### src/code_coherency_pkg.sv
// Function
// [RULE_01] Data stores never touch instruction cache.
// [RULE_02] Line flush invalidates all lines holding address.
// [RULE_03] 16-byte instructions; one line covers two.
// [RULE_04] Stream sync waits for earlier flushes.
// [RULE_05] Serialize waits sync, then refetches younger groups.
// [RULE_06] Interruption and return act as serialize.
// [RULE_07] Release store waits earlier stores, flushes visible.
// [RULE_08] Release branch seen implies coherent cache.
// [RULE_09] Mixed-version branch and target forces flush.
// [RULE_10] Same-version branch and target retires normally.
// [RULE_11] Self-correction only for taken relative branches.
// [RULE_12] Flush, sync, fence make remotes fetch new.
// [RULE_13] Without trailer, remotes see updates eventually.
// [RULE_14] Aligned stores seen atomically by fetch.
// [RULE_15] Pipeline not snooped; remote serializes itself.
// [RULE_16] Stream sync obeys later release or fence.
// [RULE_17] Fetch of invalidated line misses, refills.
package code_coherency_pkg;
	localparam int INSN_BYTES       = 16;
	localparam int INSNS_PER_LINE   = 2;
	localparam int LINE_BYTES       = INSN_BYTES * INSNS_PER_LINE;
	localparam int ADDR_W           = 32;
	localparam int INSN_W           = INSN_BYTES * 8;
	localparam int LINE_OFS_W       = $clog2(LINE_BYTES);
	localparam int INSN_OFS_W       = $clog2(INSN_BYTES);
	localparam int DEPTH_W          = 4;

	typedef enum logic [2:0] {
		OP_NONE,
		OP_STORE,
		OP_RELEASE_STORE,
		OP_LINE_FLUSH,
		OP_STREAM_SYNC,
		OP_SERIALIZE,
		OP_MEMORY_FENCE
	} op_kind_type;

	typedef struct packed {
		op_kind_type             kind;
		logic [ADDR_W-1:0]       addr;
		logic [INSN_W-1:0]       data;
	} mem_op_type;

	typedef struct packed {
		logic                    valid;
		logic                    is_branch;
		logic                    taken;
		logic                    ip_relative;
		logic [ADDR_W-1:0]       actual_target;
		logic [ADDR_W-1:0]       predicted_target;
	} branch_retire_type;
endpackage : code_coherency_pkg

### src/code_image_coherency_ctrl.sv
module code_image_coherency_ctrl #(
	parameter int DEPTH_W = code_coherency_pkg::DEPTH_W
) (
	// Clock and reset
	input  wire logic                                   ref_clk,
	input  wire logic                                   rst,
	// Operation issue from the execute stage
	input  code_coherency_pkg::mem_op_type              op,
	input  wire logic                                   op_valid,
	output logic                                        op_ready,
	// Interruption delivery and return
	input  wire logic                                   interruption,
	input  wire logic                                   interruption_return,
	// Memory system requests and visibility acknowledges
	output code_coherency_pkg::mem_op_type              mem_req,
	output logic                                        mem_req_valid,
	input  wire logic                                   mem_req_ready,
	input  wire logic                                   store_visible,
	input  wire logic                                   flush_visible,
	// Instruction cache invalidation
	output logic                                        icache_inval,
	output logic [code_coherency_pkg::ADDR_W-1:0]       icache_inval_line,
	// Branch retirement check
	input  code_coherency_pkg::branch_retire_type       branch,
	output logic                                        branch_retire_ok,
	// Pipeline control
	output logic                                        pipe_flush,
	output logic [code_coherency_pkg::ADDR_W-1:0]       refetch_addr,
	input  wire logic [code_coherency_pkg::ADDR_W-1:0]  next_fetch_ip,
	// Status
	output logic                                        sync_pending
);
	if (DEPTH_W < 1) begin : g_depth_check
		$error("code_image_coherency_ctrl: DEPTH_W too small");
	end

	localparam int AW = code_coherency_pkg::ADDR_W;

	typedef enum logic [1:0] {
		SER_IDLE,
		SER_WAIT_SYNC,
		SER_RESTART
	} ser_state_type;

	ser_state_type ser_q;
	logic          sync_wait_q;
	logic          fence_wait_q;
	logic          ser_ip_ld;
	logic [AW-1:0] ser_ip_q;
	logic          stores_idle;
	logic          stores_full;
	logic          flushes_idle;
	logic          flushes_full;
	logic          mem_fire;
	logic          op_take;
	logic          issue_store;
	logic          issue_flush;
	logic          blocked;
	logic          mismatch;
	logic          self_correct;

	code_coherency_pkg::op_kind_type kind;
	assign kind = op.kind;

	// Stores and flushes are tracked apart: a stream sync cares only for flushes.
	outstanding_counter #(.WIDTH(DEPTH_W)) store_track (
		.ref_clk (ref_clk),
		.rst     (rst),
		.issue   (issue_store),
		.done    (store_visible),
		.idle    (stores_idle),
		.full    (stores_full)
	);

	outstanding_counter #(.WIDTH(DEPTH_W)) flush_track (
		.ref_clk (ref_clk),
		.rst     (rst),
		.issue   (issue_flush),
		.done    (flush_visible),
		.idle    (flushes_idle),
		.full    (flushes_full)
	);

	// Plain stores go to memory only; no instruction cache line is touched. [RULE_01]
	// Whole aligned units pass in one request so fetch never sees a torn value. [RULE_14]
	always_comb begin
		blocked = 1'b0;
		case (kind)
			code_coherency_pkg::OP_STORE: begin
				blocked = stores_full;
			end
			code_coherency_pkg::OP_LINE_FLUSH: begin
				blocked = flushes_full;
			end
			code_coherency_pkg::OP_RELEASE_STORE: begin
				// Earlier stores and flushes must be visible first. [RULE_07] [RULE_08]
				// A sync still waiting also holds it, being orderable. [RULE_16]
				blocked = stores_full || !stores_idle || !flushes_idle || sync_wait_q;
			end
			code_coherency_pkg::OP_MEMORY_FENCE: begin
				blocked = sync_wait_q || fence_wait_q; // [RULE_16] [RULE_12]
			end
			code_coherency_pkg::OP_SERIALIZE: begin
				blocked = (ser_q != SER_IDLE); // [RULE_05]
			end
			default: begin
				blocked = 1'b0;
			end
		endcase
	end

	assign op_ready = op_valid && !blocked && (ser_q == SER_IDLE)
		&& (mem_req_ready || kind == code_coherency_pkg::OP_STREAM_SYNC
			|| kind == code_coherency_pkg::OP_SERIALIZE
			|| kind == code_coherency_pkg::OP_MEMORY_FENCE
			|| kind == code_coherency_pkg::OP_NONE);
	assign op_take  = op_valid && op_ready;

	assign mem_req_valid = op_valid && !blocked && (ser_q == SER_IDLE)
		&& (kind == code_coherency_pkg::OP_STORE
			|| kind == code_coherency_pkg::OP_RELEASE_STORE
			|| kind == code_coherency_pkg::OP_LINE_FLUSH);
	assign mem_req  = op;
	assign mem_fire = mem_req_valid && mem_req_ready;

	assign issue_store = mem_fire && (kind == code_coherency_pkg::OP_STORE
		|| kind == code_coherency_pkg::OP_RELEASE_STORE);
	assign issue_flush = mem_fire && (kind == code_coherency_pkg::OP_LINE_FLUSH);

	// Invalidation covers the whole line, hence both instructions in it. [RULE_02] [RULE_03]
	// A later fetch of that line then misses and refills from memory. [RULE_17]
	always_ff @(posedge ref_clk) begin
		if (rst) begin
			icache_inval      <= 1'b0;
			icache_inval_line <= '0;
		end else begin
			icache_inval      <= issue_flush;
			icache_inval_line <= {op.addr[AW-1:code_coherency_pkg::LINE_OFS_W],
				{code_coherency_pkg::LINE_OFS_W{1'b0}}};
		end
	end

	// The sync holds until every earlier flush is visible. [RULE_04]
	always_ff @(posedge ref_clk) begin
		if (rst) begin
			sync_wait_q <= 1'b0;
		end else if (op_take && kind == code_coherency_pkg::OP_STREAM_SYNC) begin
			sync_wait_q <= !flushes_idle;
		end else if (flushes_idle) begin
			sync_wait_q <= 1'b0;
		end
	end

	// The fence drains stores too, so remotes see the patched branch. [RULE_12]
	// Without it nothing is forced; updates drain on their own. [RULE_13]
	always_ff @(posedge ref_clk) begin
		if (rst) begin
			fence_wait_q <= 1'b0;
		end else if (op_take && kind == code_coherency_pkg::OP_MEMORY_FENCE) begin
			fence_wait_q <= !(stores_idle && flushes_idle);
		end else if (stores_idle && flushes_idle) begin
			fence_wait_q <= 1'b0;
		end
	end

	assign sync_pending = sync_wait_q;

	// Serialization: wait for the sync, then flush and refetch. [RULE_05] [RULE_06]
	// Held instructions are not snooped; only this restarts them. [RULE_15]
	assign ser_ip_ld = (ser_q == SER_IDLE) && (interruption || interruption_return
		|| (op_take && kind == code_coherency_pkg::OP_SERIALIZE));

	always_ff @(posedge ref_clk) begin
		if (rst) begin
			ser_q <= SER_IDLE;
		end else begin
			case (ser_q)
				SER_IDLE: begin
					if (ser_ip_ld) begin
						ser_q <= SER_WAIT_SYNC; // [RULE_06]
					end
				end
				SER_WAIT_SYNC: begin
					if (!sync_wait_q) begin
						ser_q <= SER_RESTART;
					end
				end
				SER_RESTART: begin
					ser_q <= SER_IDLE;
				end
				default: begin
					ser_q <= SER_IDLE;
				end
			endcase
		end
	end

	always_ff @(posedge ref_clk) begin
		if (rst) begin
			ser_ip_q <= '0;
		end else if (ser_ip_ld) begin
			ser_ip_q <= next_fetch_ip;
		end
	end

	// Version mix shows as a target mismatch; only taken relative branches count. [RULE_11]
	assign self_correct = branch.valid && branch.is_branch && branch.taken
		&& branch.ip_relative;
	assign mismatch = self_correct && (branch.actual_target != branch.predicted_target);

	// Matching versions retire with no flush. [RULE_10]
	assign branch_retire_ok = branch.valid && !mismatch;

	// Mixed versions flush before retirement and refetch the real target. [RULE_09]
	always_ff @(posedge ref_clk) begin
		if (rst) begin
			pipe_flush   <= 1'b0;
			refetch_addr <= '0;
		end else if (mismatch) begin
			pipe_flush   <= 1'b1;
			refetch_addr <= branch.actual_target;
		end else if (ser_q == SER_RESTART) begin
			pipe_flush   <= 1'b1; // [RULE_05]
			refetch_addr <= ser_ip_q;
		end else begin
			pipe_flush   <= 1'b0;
			refetch_addr <= refetch_addr;
		end
	end
endmodule : code_image_coherency_ctrl

### src/outstanding_counter.sv
// Counts issued operations that the memory system has not yet acknowledged.
module outstanding_counter #(
	parameter int WIDTH = 4
) (
	// Clock and reset
	input  wire logic             ref_clk,
	input  wire logic             rst,
	// Events
	input  wire logic             issue,
	input  wire logic             done,
	// Status
	output logic                  idle,
	output logic                  full
);
	// A counter needs at least one bit; refuse the instance before it is built.
	if (WIDTH < 1) begin : g_width_check
		$error("outstanding_counter: WIDTH too small");
	end

	logic [WIDTH-1:0] count_q;

	always_ff @(posedge ref_clk) begin
		if (rst) begin
			count_q <= '0;
		end else if (issue && !done) begin
			count_q <= count_q + WIDTH'(1);
		end else if (done && !issue && count_q != '0) begin
			count_q <= count_q - WIDTH'(1);
		end
	end

	assign idle = (count_q == '0);
	assign full = (count_q == {WIDTH{1'b1}});
endmodule : outstanding_counter

### config.mk
export PLATFORM = sky130hd
export DESIGN_NAME = code_image_coherency_ctrl
export DESIGN_NICKNAME = d
export VERILOG_FILES = /design/src/code_coherency_pkg.sv /design/src/code_image_coherency_ctrl.sv /design/src/outstanding_counter.sv
export SDC_FILE = /design/constraint.sdc
export NUM_CORES = 1
export LEC_CHECK = 0
export ABC_AREA = 1
export BUFFER_PORTS_ARGS = -buffer_cell sky130_fd_sc_hd__buf_2
export CELL_PAD_IN_SITES_DETAIL_PLACEMENT = 1
export CELL_PAD_IN_SITES_GLOBAL_PLACEMENT = 1
export CORE_AREA = 2 2 195 197
export CTS_BUF_LIST = sky130_fd_sc_hd__clkbuf_8
export DETAILED_ROUTE_END_ITERATION = 10
export DIE_AREA = 0 0 197 199
export PLACE_DENSITY = 0.57
export SYNTH_ARGS = -nofsm -noshare
export SYNTH_HDL_FRONTEND = slang
export SYNTH_HIERARCHICAL = 1
export SYNTH_SLANG_ARGS = --single-unit
### constraint.sdc
create_clock -name ref_clk -period 3.4 [get_ports ref_clk]
set_input_delay 0.17 -clock ref_clk [delete_from_list [all_inputs] [get_ports ref_clk]]
set_output_delay 0.17 -clock ref_clk [all_outputs]
set_load 0.02 [all_outputs]
==> qor.csv, run 1 <==
stage,metric,value,unit
outcome,status,"complete, no violations",
cells_and_area,Area Overhead vs Synth,17.75,%
floorplanning,die span in y,199,um
cells_and_area,n_diodes,0,
worst_setup_path,WP data required,3710,ps
power,PwrDens,444.3,nW/um^2
cts,Num Clock Sinks,105,
floorplanning,row cnt,71,
cts,worst skew pair latency,400,ps
routing,routed len/inst,13.26,um
placement,Port Buffers,232,
timing,clk_skew,5.718,ps
floorplanning,Die Width,197,um
worst_setup_path,crit end category,flip-flop,
global_route,antenna violations before repair,1,
routing,Post-DRT Antenna Nets,0,
cts,Num CTS Buffers,9,
worst_setup_path,Critical Path Fanout Max,8,
cells_and_area,Final nets,1377,
cts,CTS tree,done,
timing,Least-Margin Pin Slew,807.4,ps
timing,minimum clock period,2655,ps
synth,"flops & latches, synth",105,
cts,CTS root buffer,clkbuf_8,
job,max-cap violations,0,
placement,placed insts,1510,
global_route,first-pass GRT wire length,32200,um
cts,"Reg clk slew, reported paths",100,ps
timing,total negative slack,0,ps
worst_setup_path,CP Class,reg2reg,
synth,Synth Cell Area,6618,um^2
synth,largest cells by area after synthesis,"dfxtp_1 (32%), buf_4 (20%), nand2_1 (14%)",
routing,Starting DRT DRC Count,136,
synth,post-synth top area share,0.3176,
routing,TritonRoute pass-1 iters,4,
timing,RSZ-0062 raised after global routing,no,
synth,sequential area share after synthesis,0.3176,
placement,Final HPWL DP,15500,um
global_route,vias in the first global route,6065,
synth,most common cell in the netlist,nand2_1,
synth,synthesized area per cell,6.644,um^2
global_route,"Remaining Overflow, GRT",0,
global_route,largest net degree at the start of global routing,66,
timing,Slew Limit Headroom,0.4612,
timing,Final Slew Violations,0,
timing,Hold Fails Final Rpt,0,
floorplanning,initial core utilization,0.1782,
synth,YS warnings,6,
synth,largest area contributor in the netlist,dfxtp_1,
power,Max rail drop VDD,0.2336,mV
routing,vias per inst,3.739,
synth,"EDFF count, synth",0,
placement,global placer's final weighted congestion,0.7698,
power,Leak Pwr,4.196,nW
min_path,hold crit path type,in2reg,
cells_and_area,Post-Layout Cell Count,1578,
floorplanning,Boundary Pins,504,
timing,PnR worst setup slack,745.0,ps
routing,Residual DRC,0,
timing,# setup viols final,0,
routing,aggregate routed wire length,20930,um
cts,clk buf depth,2,
placement,Post-Place Worst Slack,724.1,ps
worst_setup_path,critical path startpoint category,flip-flop,
timing,Peak Freq,0.3766,GHz
floorplanning,die area,39200,um^2
synth,ys async rst share,0,
floorplanning,Core ar.,37130,um^2
cells_and_area,share of layout cells above drive strength 1,0.2591,
synth,"Top FF cell, synth",dfxtp_1,
global_route,Tot GR Track Use,0.1071,
synth,synth cell count leaders,"nand2_1 (255), buf_4 (172), nor2_1 (155)",
timing,final critical-path share of the clock period,0.7809,
cts,Post-CTS Resized,0,
worst_setup_path,Critical Path AT,2970,ps
cts,H-tree depth,3,
routing,vias post-DR,5900,
synth,Yosys cell types,28,
synth,Post-Syn Instances,996,
[cells in the final DEF, fill, tap and decap left out, types with 3 or more instances in the layout]
cell type,Yosys,layout
dfxtp_1,105,105
nor3_1,5,5
nand2_4,4,4
xnor2_1,31,31
inv_1,120,120
nor2_1,155,153
dlygate4sd3_1,0,53
buf_2,8,232
ha_1,4,4
nand2_1,255,253
nand2_2,6,8
buf_4,172,6
clkbuf_8,0,12
conb_1,1,5
nand3_1,49,49
nand4_1,3,3
a21oi_1,29,29
a21oi_2,10,10
nor2_2,6,6
buf_12,1,3
[what timing repair did]
| action | CTS | global route |
|---|---|---|
| hold buffers | 53 | 0 |
| buffers inserted | 0 | 0 |
| endpoints found under the hold margin | 53 | 0 |
[state kept, by name, indices dropped and copies added (netlist names)]
name and flops:
fence_wait_q 1, flush_track/count_q 4, icache_inval 1, icache_inval_line 27, pipe_flush 1, refetch_addr 32
ser_ip_q 32, ser_q 2, store_track/count_q 4, sync_pending 1
[worst max-delay path, stage by stage, from the launching register on]
cell and delay [ps]:
dfxtp_1 380, nor2_1 120, nand2_1 90, inv_1 80, nand2_1 70, inv_1 50, nand3_1 50, nand2_1 60
nand2_1 40, nand2_1 70, nand2_1 90, nor2_1 140, nand2_1 100, nor2_1 280, nand2_4 150, ha_1 340
nand3_1 90, nand3_1 100, nand2_1 80, nand2_1 50, nor2_1 90, nor2_1 40
[final timing paths]
kind,endpoint,startpoint,slack [ps],cells after the start
max,store_track/count_q[3],flush_track/count_q[0],740,21
min,refetch_addr[12],branch[44],40,3
min reg2reg,fence_wait_q,fence_wait_q,460,2
max reg2reg,store_track/count_q[3],flush_track/count_q[0],740,21
[metal layers]
| metal | routed length (um) | GRT usage | up-vias |
|---|---|---|---|
| met1 | 8616 | 0.1164 | 2658 |
| li1 | - | - | 2984 |
| met4 | 386 | 0.03620 | 2 |
| met3 | 1617 | 0.04205 | 33 |
| met2 | 10290 | 0.1898 | 223 |
| met5 | 16 | 0 | - |
[kinds of logic (layout without fill, tap and decap cells)]
family          count (synthesis)  count (layout)  synth area share
simple gates                  484             484            0.2955
fa+ha+maj                       6               6           0.01361
xor+xnor                       31              31           0.04103
flops                         105             105            0.3176
other cells                     1               5         0.0005667
buf+inv                       325             429            0.2915
compound gates                 44              44           0.04008
[layout make-up]
type / count / area (um^2)
repair buffers: 294 / 1797
well taps: 474 / 593.1
clock inverters: 3 / 63.81
clock buffers: 12 / 165.2
flip-flops and latches: 105 / 2102
inverters: 120 / 450.4
multi-input cells: 570 / 2621
fillers: 4651 / 29340
[power breakdown]
group | switching (W) | total (W) | internal [W]
sequential | 0.000100 | 0.00146 | 0.00136
combinational | 0.000615 | 0.00105 | 0.000438
clock | 0.000481 | 0.000951 | 0.000470
total | 0.00120 | 0.00346 | 0.00227
[through the flow]
stage	hold WS, ps	area (um^2)	total power, W	utilization
after floorplan	239.1	6633	0.002439	-
after global placement	340.1	7033	0.002497	0.1894
after detailed placement	340.1	7033	0.002515	0.1894
after CTS	2.854	7792	0.003564	0.2099
after global routing	11.81	7792	0.003758	0.2099
final	41.59	7792	0.003462	0.2099
No activity file was read; power rests on OpenSTA's default activity.
==> run 2, diff against run 1 <==
--- a/config.mk
+++ b/config.mk
@@ -9,11 +9,11 @@
 export BUFFER_PORTS_ARGS = -buffer_cell sky130_fd_sc_hd__buf_2
 export CELL_PAD_IN_SITES_DETAIL_PLACEMENT = 1
 export CELL_PAD_IN_SITES_GLOBAL_PLACEMENT = 1
-export CORE_AREA = 2 2 195 197
+export CORE_AREA = 2 2 196 198
 export CTS_BUF_LIST = sky130_fd_sc_hd__clkbuf_8
 export DETAILED_ROUTE_END_ITERATION = 10
-export DIE_AREA = 0 0 197 199
-export PLACE_DENSITY = 0.57
+export DIE_AREA = 0 0 198 200
+export PLACE_DENSITY = 0.58
 export SYNTH_ARGS = -nofsm -noshare
 export SYNTH_HDL_FRONTEND = slang
 export SYNTH_HIERARCHICAL = 1
==> constraint.sdc (replaced) <==
create_clock -name ref_clk -period 2.4 [get_ports ref_clk]
set_input_delay 0.12 -clock ref_clk [delete_from_list [all_inputs] [get_ports ref_clk]]
set_output_delay 0.12 -clock ref_clk [all_outputs]
set_load 0.02 [all_outputs]
==> run 2 against run 1 <==
- critical path depth fell by 2
- via count up 3.5%
- critical path type is now in2reg
- critical endpoint is now flush_track/count_q[3]
- final cell count up 5.3%
- total power up 54%
- core utilization rose by 1.5 points
- sequential share of layout area decreased by 1.8 points
- sequential power increased by 42%
- non-clock buffer count up 46
- worst setup slack got worse by 630 ps
==> qor.csv, run 2 (synthesized netlist as in run 1, its figures left out) <==
stage,metric,value,unit
global_route,antenna violations before repair,1,
placement,global placer's final weighted congestion,0.7420,
min_path,hold crit path type,in2reg,
worst_setup_path,CP Class,in2reg,
worst_setup_path,WP data required,2720,ps
global_route,"Remaining Overflow, GRT",0,
power,Leak Pwr,4.434,nW
timing,Least-Margin Pin Slew,524.5,ps
floorplanning,initial core utilization,0.1769,
power,PwrDens,634.8,nW/um^2
global_route,met3 track demand over resource,0.04519,
cells_and_area,filler cell count,4666,
cts,Num CTS Buffers,9,
cts,Num Clock Sinks,105,
routing,vias post-DR,6107,
timing,final critical-path share of the clock period,0.9536,
cts,worst skew pair latency,410,ps
global_route,vias in the first global route,6129,
floorplanning,row cnt,71,
placement,Post-Place Worst Slack,-54.13,ps
cells_and_area,Final Cell Area,8396,um^2
placement,Final HPWL DP,15880,um
global_route,grt peak-use layer,met2,
routing,aggregate routed wire length,22040,um
global_route,largest net degree at the start of global routing,66,
cells_and_area,Area Overhead vs Synth,26.87,%
cells_and_area,most frequent cells in the layout,"nand2_1 (244), buf_2 (232), nor2_1 (147)",
timing,Peak Freq,0.4369,GHz
worst_setup_path,"CP delay by family, top",buffers and inverters,
timing,Final Slew Violations,0,
floorplanning,die area,39600,um^2
timing,clk_skew,14.63,ps
routing,Residual DRC,0,
cts,CTS root buffer,clkbuf_8,
placement,Port Buffers,232,
floorplanning,Core ar.,37400,um^2
timing,minimum clock period,2289,ps
placement,dpl cell area,7197,um^2
routing,Starting DRT DRC Count,125,
timing,# setup viols final,0,
worst_setup_path,Slowest cell on crit path,dlygate4sd3_1,
global_route,Tot GR Track Use,0.1089,
cells_and_area,"commonest non-fill, non-tap cell in the layout",nand2_1,
timing,PnR worst setup slack,111.3,ps
power,Max rail drop VDD,0.3168,mV
cells_and_area,final core occ,0.2245,
routing,Post-DRT Antenna Nets,0,
worst_setup_path,Critical Path Fanout Max,5,
cts,H-tree depth,3,
cts,CTS tree,done,
routing,TritonRoute pass-1 iters,4,
outcome,status,"complete, no violations",
floorplanning,die span in y,200,um
cts,"Reg clk slew, reported paths",110,ps
worst_setup_path,critical path startpoint category,input port,
timing,hold slack,44.43,ps
cells_and_area,n_diodes,0,
floorplanning,Boundary Pins,504,
power,Pwr Total,0.005330,W
global_route,met2 global-route usage,0.1957,
routing,vias per inst,3.677,
timing,Slew Limit Headroom,0.6496,
global_route,first-pass GRT wire length,32820,um
routing,routed len/inst,13.27,um
cells_and_area,Final nets,1423,
worst_setup_path,critical path's largest stage delay,550,ps
global_route,Global Route met1 Usage,0.1160,
floorplanning,Die Width,198,um
cts,clk buf depth,2,
job,max-cap violations,0,
cells_and_area,Largest regs,"refetch_addr: 32 flops, ser_ip_q: 32 flops, icache_inval_line: 27 flops",
worst_setup_path,crit end category,flip-flop,
timing,Hold Fails Final Rpt,0,
worst_setup_path,Critical Path AT,2610,ps
worst_setup_path,Buf/Inv on CP,5,
worst_setup_path,worst-path cell chain,dlygate4sd3_1 -> buf_2 -> inv_1 -> o21ai_1 -> o21ai_0 -> nand2_2 -> nand2_4 -> nor2_4 -> nand2_4 -> nor2_4 -> nand2_4 -> buf_4 -> buf_4 -> nand2_1 -> nand2_2 -> nand2_1 -> nand2_1 -> nor2_1 -> nor2_1,
timing,RSZ-0062 raised after global routing,yes,
cells_and_area,share of layout cells above drive strength 1,0.3026,
run 2: cell count changes in the layout (fill, tap and decap cells not counted), moves of 6 or more:
cell / previous run / this run
dlygate4sd3_1: 53 / 73
nor2_1: 153 / 147
nand2_1: 253 / 244
dfxtp_1: 105 / 99
nand2_2: 8 / 15
buf_4: 6 / 32
run 2: per-stage QoR:
stage | std cells | TNS (ps)
4_1_cts | 1649 | 0
3_3_place_gp | 1561 | 0
2_1_floorplan | 1000 | -11.08
5_1_grt | 1661 | -179.1
3_5_place_dp | 1561 | -116.0
6_report | 1661 | 0
run 2: layout make-up:
| cell class | instances | area (um^2) | area share |
|---|---|---|---|
| inverter | 120 | 450.4 | 0.05365 |
| multi-input combinational | 570 | 2786 | 0.3319 |
| clock buffer | 10 | 137.6 | 0.01639 |
| sequential | 105 | 2117 | 0.2522 |
| timing repair buffer | 340 | 2192 | 0.2611 |
| clock inverter | 5 | 72.57 | 0.008644 |
| tap | 511 | 639.4 | 0.07615 |
run 2: power by group:
group	leakage (nW)	switching, W	internal (W)
Clock	0.115	0.000671	0.000603
Combinational	3.45	0.00107	0.000918
Sequential	0.870	0.000125	0.00194
run 2: final timing paths:
check	cells past startpoint	to	slack, ps	startpoint
hold reg to reg	2	fence_wait_q	460	fence_wait_q
hold / removal	5	ser_ip_q[30]	40	next_fetch_ip[30]
setup reg to reg	21	flush_track/count_q[3]	140	store_track/count_q[0]
setup / recovery	19	flush_track/count_q[3]	110	op[162]
run 2: routing by layer:
metal / wire, um / part of all wire
met5: 11 / 0.00050
met4: 376 / 0.017
met3: 1732 / 0.079
met2: 10930 / 0.50
met1: 8992 / 0.41
run 2: worst reg2reg max path, delay by kind of cell, from the launching register on:
kind	cells	cell delay, ps
buf+inv	5	560
flops	1	370
simple gates	16	1220
run 2: repair_timing:
action                                  CTS  global route
endpoints found under the setup margin    4             7
resized for setup                         6            37
pin swaps                                 2            22
hold buffers                             73             0
hold endpoints to repair                 72             0
buffers inserted                          0            12
==> run 3, diff against run 2 <==
--- a/config.mk
+++ b/config.mk
@@ -13,6 +13,7 @@
 export CTS_BUF_LIST = sky130_fd_sc_hd__clkbuf_8
 export DETAILED_ROUTE_END_ITERATION = 10
 export DIE_AREA = 0 0 198 200
+export HOLD_SLACK_MARGIN = 0.06
 export PLACE_DENSITY = 0.58
 export SYNTH_ARGS = -nofsm -noshare
 export SYNTH_HDL_FRONTEND = slang
==> run 3 against run 2 <==
- fmax down 0.50%
- sequential power about the same
- global-route usage up 0.18 points
- largest power group unchanged
==> qor.csv, run 3 (synthesized netlist as in run 1, its figures left out) <==
stage,metric,value,unit
floorplanning,Die Width,198,um
cts,"Reg clk slew, reported paths",120,ps
timing,Peak Freq,0.4347,GHz
cells_and_area,n_diodes,0,
placement,global placer's final weighted congestion,0.7420,
cells_and_area,Post-Layout Cell Count,1680,
cts,CTS root buffer,clkbuf_8,
worst_setup_path,Critical Path Fanout Max,5,
worst_setup_path,crit end category,flip-flop,
worst_setup_path,critical path's largest stage delay,550,ps
timing,total negative slack,0,ps
power,Max rail drop VDD,0.3168,mV
routing,wire length on met3,1742,um
cts,H-tree depth,3,
routing,aggregate routed wire length,22340,um
worst_setup_path,worst-path cell chain,dlygate4sd3_1 -> buf_2 -> inv_1 -> o21ai_1 -> o21ai_0 -> nand2_2 -> nand2_4 -> nor2_4 -> nand2_4 -> nor2_4 -> nand2_4 -> fa_2 -> nand2_1 -> a21oi_1,
worst_setup_path,reg-to-reg setup timing slack,130,ps
routing,WL met2,11250,um
global_route,Tot GR Track Use,0.1107,
worst_setup_path,most frequent CP cell,nand2_4,
floorplanning,row cnt,71,
cts,worst skew pair latency,420,ps
routing,vias per inst,3.689,
floorplanning,Boundary Pins,504,
timing,final critical-path share of the clock period,0.9584,
min_path,hold crit path type,in2reg,
floorplanning,die span in y,200,um
timing,Slew Limit Headroom,0.6296,
timing,RSZ-0062 raised after global routing,yes,
power,PwrDens,625.3,nW/um^2
cts,CTS tree,done,
cells_and_area,final core occ,0.2296,
global_route,antenna violations before repair,0,
routing,M1 WL,8969,um
cts,clk buf depth,2,
cells_and_area,Area Overhead vs Synth,29.78,%
worst_setup_path,Worst R2R Path Depth,16,
min_path,hold path start,next_fetch_ip[2],
routing,Post-DRT Antenna Nets,0,
worst_setup_path,Critical Path AT,2650,ps
timing,# setup viols final,0,
cts,Num CTS Buffers,9,
routing,DR top layer,met4,
timing,Least-Margin Pin Slew,554.4,ps
cells_and_area,share of layout cells above drive strength 1,0.2968,
global_route,largest net degree at the start of global routing,66,
job,max-cap violations,0,
global_route,"Remaining Overflow, GRT",0,
floorplanning,Core ar.,37400,um^2
floorplanning,die area,39600,um^2
cells_and_area,"commonest non-fill, non-tap cell in the layout",nand2_1,
routing,routed len/inst,13.30,um
cells_and_area,Largest regs,"refetch_addr: 32 flops, ser_ip_q: 32 flops, icache_inval_line: 27 flops",
placement,Final HPWL DP,15880,um
cells_and_area,most frequent cells in the layout,"nand2_1 (244), buf_2 (232), nor2_1 (147)",
floorplanning,initial core utilization,0.1769,
global_route,vias in the first global route,6298,
global_route,first-pass GRT wire length,33490,um
routing,Starting DRT DRC Count,154,
worst_setup_path,WP data required,2750,ps
placement,Port Buffers,232,
worst_setup_path,Slowest cell on crit path,dlygate4sd3_1,
cells_and_area,Final nets,1442,
cts,Num Clock Sinks,105,
routing,TritonRoute pass-1 iters,4,
timing,clk_skew,17.32,ps
placement,placed insts,1561,
timing,minimum clock period,2300,ps
power,Leak Pwr,4.516,nW
cells_and_area,filler cell count,4661,
worst_setup_path,CP Class,in2reg,
worst_setup_path,reg-to-reg startpoint,store_track/count_q[0],
routing,vias post-DR,6197,
routing,Residual DRC,0,
timing,Hold Fails Final Rpt,0,
timing,Final Slew Violations,0,
worst_setup_path,RR Endpoint,flush_track/count_q[1],
worst_setup_path,critical path startpoint category,input port,
min_path,Hold Crit Depth,5,
outcome,status,"complete, no violations",
min_path,Hold EP,ser_ip_q[2],
## run 3: cell count changes in the layout (fill, tap and decap cells not counted), sizes merged
cell	delta
buf	-1
dlygate4sd3	+20
## run 3: layer usage
metal	track usage	vias to the layer above
met5	0	-
li1	-	3118
met4	0.03481	0
met1	0.1173	2834
met2	0.2014	220
met3	0.04419	25
## run 3: critical path, delay by kind of cell
family          cells  cell delay [ps]
fa+ha+maj           1              540
simple gates        7              690
compound gates      3              510
buf+inv             3              770
## run 3: how the worst max path moves through the flow
stage / to / cells past startpoint / slack, ps / from
2_1_floorplan: flush_track/count_q[3] / 21 / -6 / flush_track/count_q[1]
3_3_place_gp: store_track/count_q[3] / 21 / 80 / flush_track/count_q[1]
6_report: flush_track/count_q[1] / 14 / 100 / op[162]
5_1_grt: store_track/count_q[3] / 21 / -90 / flush_track/count_q[2]
3_5_place_dp: store_track/count_q[3] / 21 / -50 / flush_track/count_q[3]
4_1_cts: store_track/count_q[3] / 21 / 2 / flush_track/count_q[1]
## run 3: cell type report
cell class / instances / area (um^2) / area share
Inverter: 120 / 450.4 / 0.05245
Clock inverter: 5 / 72.57 / 0.008450
Clock buffer: 10 / 137.6 / 0.01603
Multi-Input combinational cell: 570 / 2786 / 0.3244
Tap cell: 511 / 639.4 / 0.07445
Timing Repair Buffer: 359 / 2385 / 0.2777
Sequential cell: 105 / 2117 / 0.2465
## run 3: report_power, final
part	switching [W]	total, W	internal, W
logic	0.00109	0.00203	0.000941
clock network	0.000672	0.00128	0.000603
registers	0.000126	0.00207	0.00194
## run 3: what timing repair did
action,4_1_cts,5_1_grt
gates cloned,0,0
endpoints found under the hold margin,91,0
buffers inserted,0,11
endpoints found under the setup margin,4,7
gates resized for setup,6,37
pin swaps,2,22
hold buffers,93,0
## run 3: through the flow
stage                     setup slack (ps)  instance area [um^2]  hold WS (ps)  total power, W
after floorplan                     -5.561                  6645         189.1        0.003458
after global placement               77.94                  7197         240.1        0.003616
after detailed placement            -54.13                  7197         240.1        0.003674
after CTS                            2.270                  8381         61.39        0.005157
after global routing                -88.90                  8588         124.7        0.005818
final                                99.77                  8588         80.67        0.005370
